**src/daa_pkg.sv**
```systemverilog
// package: constants and types for data address arithmetic
// Overview of operation
// - Short indexed mode adds a 7-bit signed displacement (-64..+63) to the base and accesses in one cycle.
// - Long indexed mode adds a 16-bit signed displacement from the second word and accesses in two cycles.
// - The indexed address is formed before the access and the base pointer is left unchanged.
// - Indexed add, subtract, compare, and, or, xor and moves take one cycle short and two cycles long.
// - The base pointer is a general register that can be written, read and loaded from the stack pointer.
// - A dedicated 16-bit stack pointer always holds the address of the last pushed entry.
// - The stack grows toward lower addresses.
// - Push decrements then writes; pop reads at the pointer then increments.
// - Calls and interrupts push the program counter and returns pop it back.
// - Modulo stepping with a negative step loads the modulo value when the low k bits are zero.
package daa_pkg;

	localparam int        DATA_W        = 16;
	localparam int        DISP_SHORT_W  = 7;
	localparam logic [15:0] BASE_RESET  = 16'h0000;
	localparam logic [15:0] STACK_RESET = 16'h0000;
	localparam logic [15:0] ONE         = 16'h0001;

	// ---------------------------------------------------------------
	// command set
	// ---------------------------------------------------------------
	typedef enum logic [3:0] {
		OP_NONE       = 4'h0,
		OP_IDX_SHORT  = 4'h1,
		OP_IDX_LONG   = 4'h2,
		OP_PUSH       = 4'h3,
		OP_POP        = 4'h4,
		OP_CALL       = 4'h5,
		OP_INTR       = 4'h6,
		OP_RET        = 4'h7,
		OP_WR_BASE    = 4'h8,
		OP_BASE_FROM_SP = 4'h9,
		OP_WR_STACK   = 4'hA,
		OP_MOD_STEP   = 4'hB
	} op_t;

	typedef enum logic [2:0] {
		ALU_ADD   = 3'h0,
		ALU_SUB   = 3'h1,
		ALU_CMP   = 3'h2,
		ALU_AND   = 3'h3,
		ALU_OR    = 3'h4,
		ALU_XOR   = 3'h5,
		ALU_LOAD  = 3'h6,
		ALU_STORE = 3'h7
	} alu_t;

	// gray steps: idle -> long -> idle and idle -> pop wait -> idle
	typedef enum logic [1:0] {
		ST_IDLE = 2'h0,
		ST_LONG = 2'h1,
		ST_POPW = 2'h2
	} state_t;

	typedef struct packed {
		logic        valid;
		op_t         op;
		alu_t        alu;
		logic [6:0]  disp7;
		logic [15:0] value;
	} cmd_t;

	typedef struct packed {
		logic [15:0] ptr;
		logic [15:0] step;
		logic [15:0] modsz;
	} mod_req_t;

	typedef struct packed {
		logic [15:0] addr;
		logic [15:0] wdata;
		logic        wr;
		logic        rd;
		logic        idx;
		alu_t        alu;
	} mem_t;

endpackage : daa_pkg

```
**src/modulo_step.sv**
```systemverilog
// module: modulo post-modification of an address pointer
`timescale 1ns/1ns
module modulo_step (
	// request
	input  wire daa_pkg::mod_req_t req_i,
	// result
	output logic [15:0]            ptr_o
);

	// --------------------------------------------------------------
	// window mask: smallest all-ones field covering the modulo value
	// --------------------------------------------------------------
	function automatic logic [15:0] window_mask(input logic [15:0] m);
		logic [15:0] r;
		r = m;
		r = r | (r >> 1);
		r = r | (r >> 2);
		r = r | (r >> 4);
		r = r | (r >> 8);
		return r;
	endfunction : window_mask

	logic [15:0] mask;
	logic [15:0] low;
	logic [15:0] sum;

	always_comb begin
		mask  = window_mask(req_i.modsz);
		low   = req_i.ptr & mask;
		sum   = req_i.ptr + req_i.step;
		ptr_o = req_i.ptr;
		if (req_i.modsz != 16'h0000) begin
			if (!req_i.step[15] && low == req_i.modsz) begin
				ptr_o = req_i.ptr & ~mask;
			end else if (req_i.step[15] && low == 16'h0000) begin
				ptr_o = (req_i.ptr & ~mask) | req_i.modsz;
			end else begin
				ptr_o = (req_i.ptr & ~mask) | (sum & mask);
			end
		end
	end

endmodule : modulo_step

```
**src/data_address_arithmetic.sv**
```systemverilog
// module: indexed addressing, stack pointer and program counter save/restore
`timescale 1ns/1ns
module data_address_arithmetic (
	// clock and reset
	input  wire logic              clk_sys_i,
	input  wire logic              rst_i,
	// decoder command
	input  wire daa_pkg::cmd_t     cmd_i,
	input  wire logic [15:0]       ext_word_i,
	input  wire daa_pkg::mod_req_t mod_i,
	// data memory
	input  wire logic [15:0]       mem_rdata_i,
	output daa_pkg::mem_t          mem_o,
	// core side results
	output logic                   busy_o,
	output logic [15:0]            index_base_pointer_o,
	output logic [15:0]            stack_top_pointer_o,
	output logic [15:0]            program_counter_o,
	output logic                   program_counter_load_o,
	output logic [15:0]            pop_data_o,
	output logic                   pop_valid_o,
	output logic [15:0]            address_pointer_o,
	output logic                   address_pointer_valid_o
);

	typedef struct packed {
		// sequencing
		daa_pkg::state_t state;
		logic            busy;
		daa_pkg::alu_t   pend_alu;
		logic [15:0]     pend_value;
		logic            pend_pc;
		// pointers
		logic [15:0]     base;
		logic [15:0]     sp;
		logic [15:0]     ptr;
		logic            ptr_valid;
		// memory request
		daa_pkg::mem_t   mem;
		// results
		logic [15:0]     pc;
		logic            pc_load;
		logic [15:0]     pop_data;
		logic            pop_valid;
	} regs_t;

	regs_t       s_q;
	regs_t       s_d;
	logic [15:0] mod_ptr;

	// --------------------------------------------------------------
	// helpers
	// --------------------------------------------------------------
	function automatic logic [15:0] sext7(input logic [6:0] d);
		return {{9{d[6]}}, d};
	endfunction : sext7

	function automatic logic [15:0] add16(input logic [15:0] a, input logic [15:0] b);
		logic [16:0] t;
		t = {1'b0, a} + {1'b0, b};
		return t[15:0];
	endfunction : add16

	// stack pointer one step down and up, wrapping at 16 bits
	function automatic logic [15:0] dec16(input logic [15:0] a);
		return a - daa_pkg::ONE;
	endfunction : dec16

	function automatic logic [15:0] inc16(input logic [15:0] a);
		return a + daa_pkg::ONE;
	endfunction : inc16

	function automatic daa_pkg::mem_t idx_access(input logic [15:0] ea,
			input daa_pkg::alu_t alu, input logic [15:0] value);
		daa_pkg::mem_t m;
		m.addr  = ea;
		m.wdata = value;
		m.wr    = (alu == daa_pkg::ALU_STORE);
		m.rd    = (alu != daa_pkg::ALU_STORE);
		m.idx   = 1'b1;
		m.alu   = alu;
		return m;
	endfunction : idx_access

	function automatic daa_pkg::mem_t stack_access(input logic [15:0] a,
			input logic [15:0] value, input logic wr);
		daa_pkg::mem_t m;
		m.addr  = a;
		m.wdata = value;
		m.wr    = wr;
		m.rd    = !wr;
		m.idx   = 1'b0;
		m.alu   = daa_pkg::ALU_LOAD;
		return m;
	endfunction : stack_access

	modulo_step u_modulo (
		.req_i (mod_i),
		.ptr_o (mod_ptr)
	);

	// --------------------------------------------------------------
	// next state
	// --------------------------------------------------------------
	always_comb begin
		s_d           = s_q;
		s_d.mem.wr    = 1'b0;
		s_d.mem.rd    = 1'b0;
		s_d.mem.idx   = 1'b0;
		s_d.pc_load   = 1'b0;
		s_d.pop_valid = 1'b0;
		s_d.ptr_valid = 1'b0;
		case (s_q.state)
			daa_pkg::ST_IDLE: begin
				if (cmd_i.valid) begin
					case (cmd_i.op)
						daa_pkg::OP_IDX_SHORT: begin
							s_d.mem = idx_access(add16(s_q.base, sext7(cmd_i.disp7)),
									cmd_i.alu, cmd_i.value);
						end
						daa_pkg::OP_IDX_LONG: begin
							s_d.state      = daa_pkg::ST_LONG;
							s_d.pend_alu   = cmd_i.alu;
							s_d.pend_value = cmd_i.value;
						end
						daa_pkg::OP_PUSH, daa_pkg::OP_CALL, daa_pkg::OP_INTR: begin
							s_d.sp  = dec16(s_q.sp);
							s_d.mem = stack_access(dec16(s_q.sp), cmd_i.value, 1'b1);
						end
						daa_pkg::OP_POP, daa_pkg::OP_RET: begin
							s_d.mem     = stack_access(s_q.sp, 16'h0000, 1'b0);
							s_d.sp      = inc16(s_q.sp);
							s_d.pend_pc = (cmd_i.op == daa_pkg::OP_RET);
							s_d.state   = daa_pkg::ST_POPW;
						end
						daa_pkg::OP_WR_BASE: begin
							s_d.base = cmd_i.value;
						end
						daa_pkg::OP_BASE_FROM_SP: begin
							s_d.base = s_q.sp;
						end
						daa_pkg::OP_WR_STACK: begin
							s_d.sp = cmd_i.value;
						end
						daa_pkg::OP_MOD_STEP: begin
							s_d.ptr       = mod_ptr;
							s_d.ptr_valid = 1'b1;
						end
						default: begin
							s_d.state = daa_pkg::ST_IDLE;
						end
					endcase
				end
			end
			daa_pkg::ST_LONG: begin
				s_d.mem   = idx_access(add16(s_q.base, ext_word_i), s_q.pend_alu,
						s_q.pend_value);
				s_d.state = daa_pkg::ST_IDLE;
			end
			daa_pkg::ST_POPW: begin
				if (s_q.pend_pc) begin
					s_d.pc      = mem_rdata_i;
					s_d.pc_load = 1'b1;
				end else begin
					s_d.pop_data  = mem_rdata_i;
					s_d.pop_valid = 1'b1;
				end
				s_d.pend_pc = 1'b0;
				s_d.state   = daa_pkg::ST_IDLE;
			end
			default: begin
				s_d.state = daa_pkg::ST_IDLE;
			end
		endcase
		// busy is registered so the output comes straight from a flop
		s_d.busy = (s_d.state != daa_pkg::ST_IDLE);
	end

	// --------------------------------------------------------------
	// state register
	// --------------------------------------------------------------
	always_ff @(posedge clk_sys_i) begin
		if (rst_i) begin
			s_q            <= '0;
			s_q.state      <= daa_pkg::ST_IDLE;
			s_q.base       <= daa_pkg::BASE_RESET;
			s_q.sp         <= daa_pkg::STACK_RESET;
		end else begin
			s_q <= s_d;
		end
	end

	// --------------------------------------------------------------
	// memory request and sequencing
	// --------------------------------------------------------------
	assign mem_o                   = s_q.mem;
	assign busy_o                  = s_q.busy;

	// --------------------------------------------------------------
	// pointers
	// --------------------------------------------------------------
	assign index_base_pointer_o    = s_q.base;
	assign stack_top_pointer_o     = s_q.sp;
	assign address_pointer_o       = s_q.ptr;
	assign address_pointer_valid_o = s_q.ptr_valid;

	// --------------------------------------------------------------
	// stack results
	// --------------------------------------------------------------
	assign program_counter_o       = s_q.pc;
	assign program_counter_load_o  = s_q.pc_load;
	assign pop_data_o              = s_q.pop_data;
	assign pop_valid_o             = s_q.pop_valid;

endmodule : data_address_arithmetic

```
**config.mk**
```make
export PLATFORM = sky130hd
export DESIGN_NAME = data_address_arithmetic
export DESIGN_NICKNAME = d
export VERILOG_FILES = /design/src/daa_pkg.sv /design/src/modulo_step.sv /design/src/data_address_arithmetic.sv
export SDC_FILE = /design/constraint.sdc
export NUM_CORES = 1
export LEC_CHECK = 0
export BUFFER_PORTS_ARGS = -buffer_cell sky130_fd_sc_hd__clkbuf_2
export CAP_MARGIN = 0
export CORE_MARGIN = 4
export CORE_UTILIZATION = 55
export CTS_BUF_LIST = sky130_fd_sc_hd__clkbuf_16
export DETAILED_ROUTE_END_ITERATION = 12
export GPL_TIMING_DRIVEN = 0
export PLACE_DENSITY = 0.78
export SLEW_MARGIN = 0
export SYNTH_ARGS = -nofsm -noshare
export SYNTH_HDL_FRONTEND = slang
export SYNTH_SLANG_ARGS = --single-unit
```
**constraint.sdc**
```tcl
create_clock -name clk_sys_i -period 7.2 [get_ports clk_sys_i]
set_clock_uncertainty 0.2 [all_clocks]
set_input_delay 1.44 -clock clk_sys_i [delete_from_list [all_inputs] [get_ports clk_sys_i]]
set_output_delay 1.44 -clock clk_sys_i [all_outputs]
set_load 0.02 [all_outputs]
```
==> qor.csv <==
stage,metric,value,unit
yosys,synth_ff_type,dfxtp_1,
yosys,synth_compound_area_share,25.58,%
yosys,ys_ff_latch,144,
global_routing,grt_pass1_wl,53050,um
global_routing,grt_max_degree,17,
floorplan,die-area,20650,um2
worst_setup_path,critPathRequiredTime,7.29,ns
yosys,synth_cells,1334,
sta,report.final.slew_viol_count,0,
yosys,synth_edf_count,0,
sta,holdWs,0.2554,ns
run,maxCapViolCount,0,
route,drt-initial-drc-count,1441,
worst_setup_path,cp_num_cells,10,
layout,layout-drive-gt1-share,25.08,%
yosys,synthSimpleGateAreaFrac,20.39,%
clocking,cts_root_buf,clkbuf_16,
worst_hold_path,hold_class,flop to flop,
worst_setup_path,crit_type,input pin to flop,
sta,tns,0,ns
layout,antenna_cells,0,
worst_setup_path,critPathMaxStageDelay,0.52,ns
route,wl,34500,um
placed_design,portBuffers,229,
global_routing,grt_pass1_vias,10300,
sta,hold_viol_final,0,
placed_design,dp_hpwl,26740,um
placed_design,globalplace.congestion,0.9497,
sta,slew_headroom,6.821,%
worst_setup_path,crit_buf_inv,1,
global_routing,grt-ovfl-total,0,
floorplan,initial_core_util,56.20,%
global_routing,grt_use_total,32.47,%
worst_setup_path,rr_worst_depth,11,
floorplan,core.rowCount,49,
clocking,cts_hold_repair.buffers,0,
clocking,clkTransAtPathRegs,0.07,ns
yosys,synth_top_family_by_area,compound AO/OA/AOI/OAI gates,
route,firstDrtPassIters,6,
route,vias_per_cell,5.973,
floorplan,io_pins,235,
sta,fin_crit_sh,65.12,%
yosys,synthMuxAreaShare,2.384,%
layout,final_design_area_no_fill,12140,um2
floorplan,core,18020,um2
floorplan,die_w,143.7,um
yosys,synth.yosys.seq_area_share,28.46,%
pwr,p_per_area,187.3,nW/um2
worst_setup_path,cp_slowest_cell,o21ai_1,
yosys,synth_fa_ha_area_share,6.398,%
pwr,power.leakage,0.005341,uW
placed_design,placed_cell_area,11570,um2
route,wl_per_cell,18.92,um
sta,worst_pin_slew,1.387,ns
route,dr_total_vias,10890,
worst_setup_path,reg2reg_from,index_base_pointer_o[0],
sta,fmax,0.2133,GHz
layout,area_growth,19.80,%
pwr,ir_drop,0.1986,mV
route,ant_nets,0,
sta,setup_viol,0,
worst_setup_path,crit_chain,"clkbuf_2, or3_1, or3_1, a221o_1, a2111oi_0, o311ai_1, o21ai_1, o311ai_1, o21ai_1, nor2_1",
global_routing,grt_antenna_before_repair,0,
sta,rsz0062_at_grt,no,
yosys,synth.distinct_cells,71,
layout,layout.nets,1745,
sta,period_needed,4.689,ns
worst_setup_path,cpLargestDelayFamily,compound AO/OA/AOI/OAI gates,
clocking,numCtsBuffers,17,
clocking,clock_sinks,144,
yosys,synth_nets,1497,
worst_setup_path,worst_ep_arrival_time,4.78,ns
worst_hold_path,holdCritStartpoint,pop_data_o[7],
clocking,clockBufferDepth,2,
worst_setup_path,end_kind,flop,
clocking,cts_tree,done,
yosys,synthXorXnorAreaFrac,3.631,%
yosys,ys_warn_count,0,
route,drcViolationCount,0,
worst_setup_path,worstSetupStartpointType,input pin,
clocking,post_cts_buffers,0,
worst_setup_path,rrSetupSlack,3.49,ns
yosys,synth-async-reset-ratio,0,%
clocking,h-tree-depth,4,
clocking,clk-insertion-delay-late,0.44,ns
worst_setup_path,crit_fanout,8,
worst_hold_path,hold_end,pop_data_o[7],
run_status,outcome,completed,
yosys,synth.avg_cell_area,7.593,um2
yosys,synth.cell_area,10130,um2
worst_setup_path,r2r-end,mem_o[36],
worst_hold_path,min_path_cells,2,
floorplan,fp.dieH,143.7,um
clocking,post_cts_resize_count,0,
==> synthesized netlist by cell type (all sizes together) (4+ instances only) <==
| master | n | area (um2) |
|---|---|---|
| a21o | 11 | 82.58 |
| and3 | 14 | 87.58 |
| a221o | 4 | 40.04 |
| nor2b | 17 | 106.4 |
| buf | 124 | 934.7 |
| o221ai | 5 | 43.79 |
| nor2 | 136 | 510.5 |
| nand2b | 9 | 56.30 |
| a22oi | 22 | 165.2 |
| o21a | 7 | 52.55 |
| nand2 | 156 | 585.6 |
| a31oi | 10 | 62.56 |
| o211ai | 4 | 35.03 |
| xor2 | 16 | 140.1 |
| ha | 47 | 588.1 |
| nor4 | 12 | 90.09 |
| a21oi | 127 | 635.6 |
| xnor2 | 26 | 227.7 |
| nand3 | 21 | 105.1 |
| mux2i | 23 | 230.2 |
| a211oi | 34 | 267.8 |
| or2 | 9 | 56.30 |
| a222oi | 27 | 270.3 |
| a221oi | 8 | 70.07 |
| clkbuf | 75 | 281.5 |
| o32ai | 4 | 35.03 |
| nor3 | 45 | 225.2 |
| o21ai | 70 | 350.3 |
| inv | 31 | 116.4 |
| a32oi | 5 | 43.79 |
| o22ai | 12 | 75.07 |
| o31ai | 8 | 60.06 |
| dfxtp | 144 | 2883 |
| nor3b | 5 | 37.54 |
| or3 | 11 | 68.82 |
| or4 | 5 | 41.29 |
| o21bai | 7 | 52.55 |
==> cell type report <==
type | instances | area [um2]
multi-input combinational | 960 | 5921
fill | 1617 | 5889
sequential | 144 | 2883
buffer | 199 | 1216
timing repair buffer | 229 | 1146
clock buffer | 17 | 425.4
tap | 229 | 286.5
clock inverter | 15 | 141.4
inverter | 31 | 116.4
==> layer usage <==
| layer | wire, um | vias to the layer above | GRT usage [%] |
|---|---|---|---|
| met5 | 0 | - | 0 |
| met4 | 1466 | 0 | 15.46 |
| met3 | 3197 | 103 | 6.256 |
| met2 | 16220 | 570 | 54.39 |
| met1 | 13620 | 5005 | 40.21 |
| li1 | - | 5216 | - |
==> worst min-delay path, cell delays in order, from the launching register on <==
cell and delay [ns]:
dfxtp_1 0.31, nand2_1 0.05, a21oi_1 0.05
==> cell families after synthesis <==
group | count (synthesis)
XOR/XNOR | 42
adder cells (fa/ha/maj) | 50
AO/OA/AOI/OAI | 392
buffers and inverters | 230
flip-flops | 144
AND/OR/NAND/NOR | 452
multiplexers | 24
==> placed cells by master, fill, tap and decap left out, types with 10 or more instances in the layout <==
| cell | n |
|---|---|
| clkbuf_2 | 229 |
| nand2_1 | 156 |
| dfxtp_1 | 144 |
| nor2_1 | 136 |
| a21oi_1 | 127 |
| buf_4 | 119 |
| clkbuf_1 | 75 |
| o21ai_0 | 67 |
| ha_1 | 47 |
| nor3_1 | 45 |
| a211oi_1 | 33 |
| inv_1 | 31 |
| a222oi_1 | 27 |
| xnor2_1 | 26 |
| mux2i_1 | 23 |
| a22oi_1 | 22 |
| nand3_1 | 21 |
| nor2b_1 | 17 |
| clkbuf_16 | 17 |
| xor2_1 | 16 |
| and3_1 | 14 |
| o22ai_1 | 12 |
| or3_1 | 11 |
| a21o_1 | 11 |
| nor4_1 | 10 |
| a31oi_1 | 10 |
==> where the power goes <==
part	total (uW)	switching (uW)	internal, uW
clock network	861	404	457
registers	845	22.7	822
logic	568	343	225
==> flip-flops by register name (all words and copies together), names as in the netlist, 16 cells and up <==
name,count
stack_top_pointer_o,16
s_q,22
index_base_pointer_o,16
program_counter_o,16
pop_data_o,16
address_pointer_o,16
mem_o,38
==> worst max-delay path by stage <==
| stage | slack [ns] | endpoint | from |
|---|---|---|---|
| 2_1_floorplan | 2.99 | address_pointer_o[6] | mod_i[15] |
| 3_3_place_gp | 2.26 | address_pointer_o[5] | mod_i[7] |
| 3_5_place_dp | 2.28 | address_pointer_o[12] | mod_i[7] |
| 4_1_cts | 2.70 | address_pointer_o[5] | mod_i[7] |
| 5_1_grt | 2.34 | address_pointer_o[5] | mod_i[7] |
| 6_report | 2.51 | address_pointer_o[5] | mod_i[7] |
==> metrics by stage <==
step           utilization [%]  total power, uW  setup WS (ns)  std cells
2_1_floorplan                -             1239          2.993       1334
3_3_place_gp             64.15             1409          2.259       1792
3_5_place_dp             64.18             1414          2.282       1792
4_1_cts                  67.33             2266          2.697       1824
5_1_grt                  67.33             2369          2.343       1824
6_report                 67.33             2273          2.511       1824
Power figures use the tool's default switching activity.
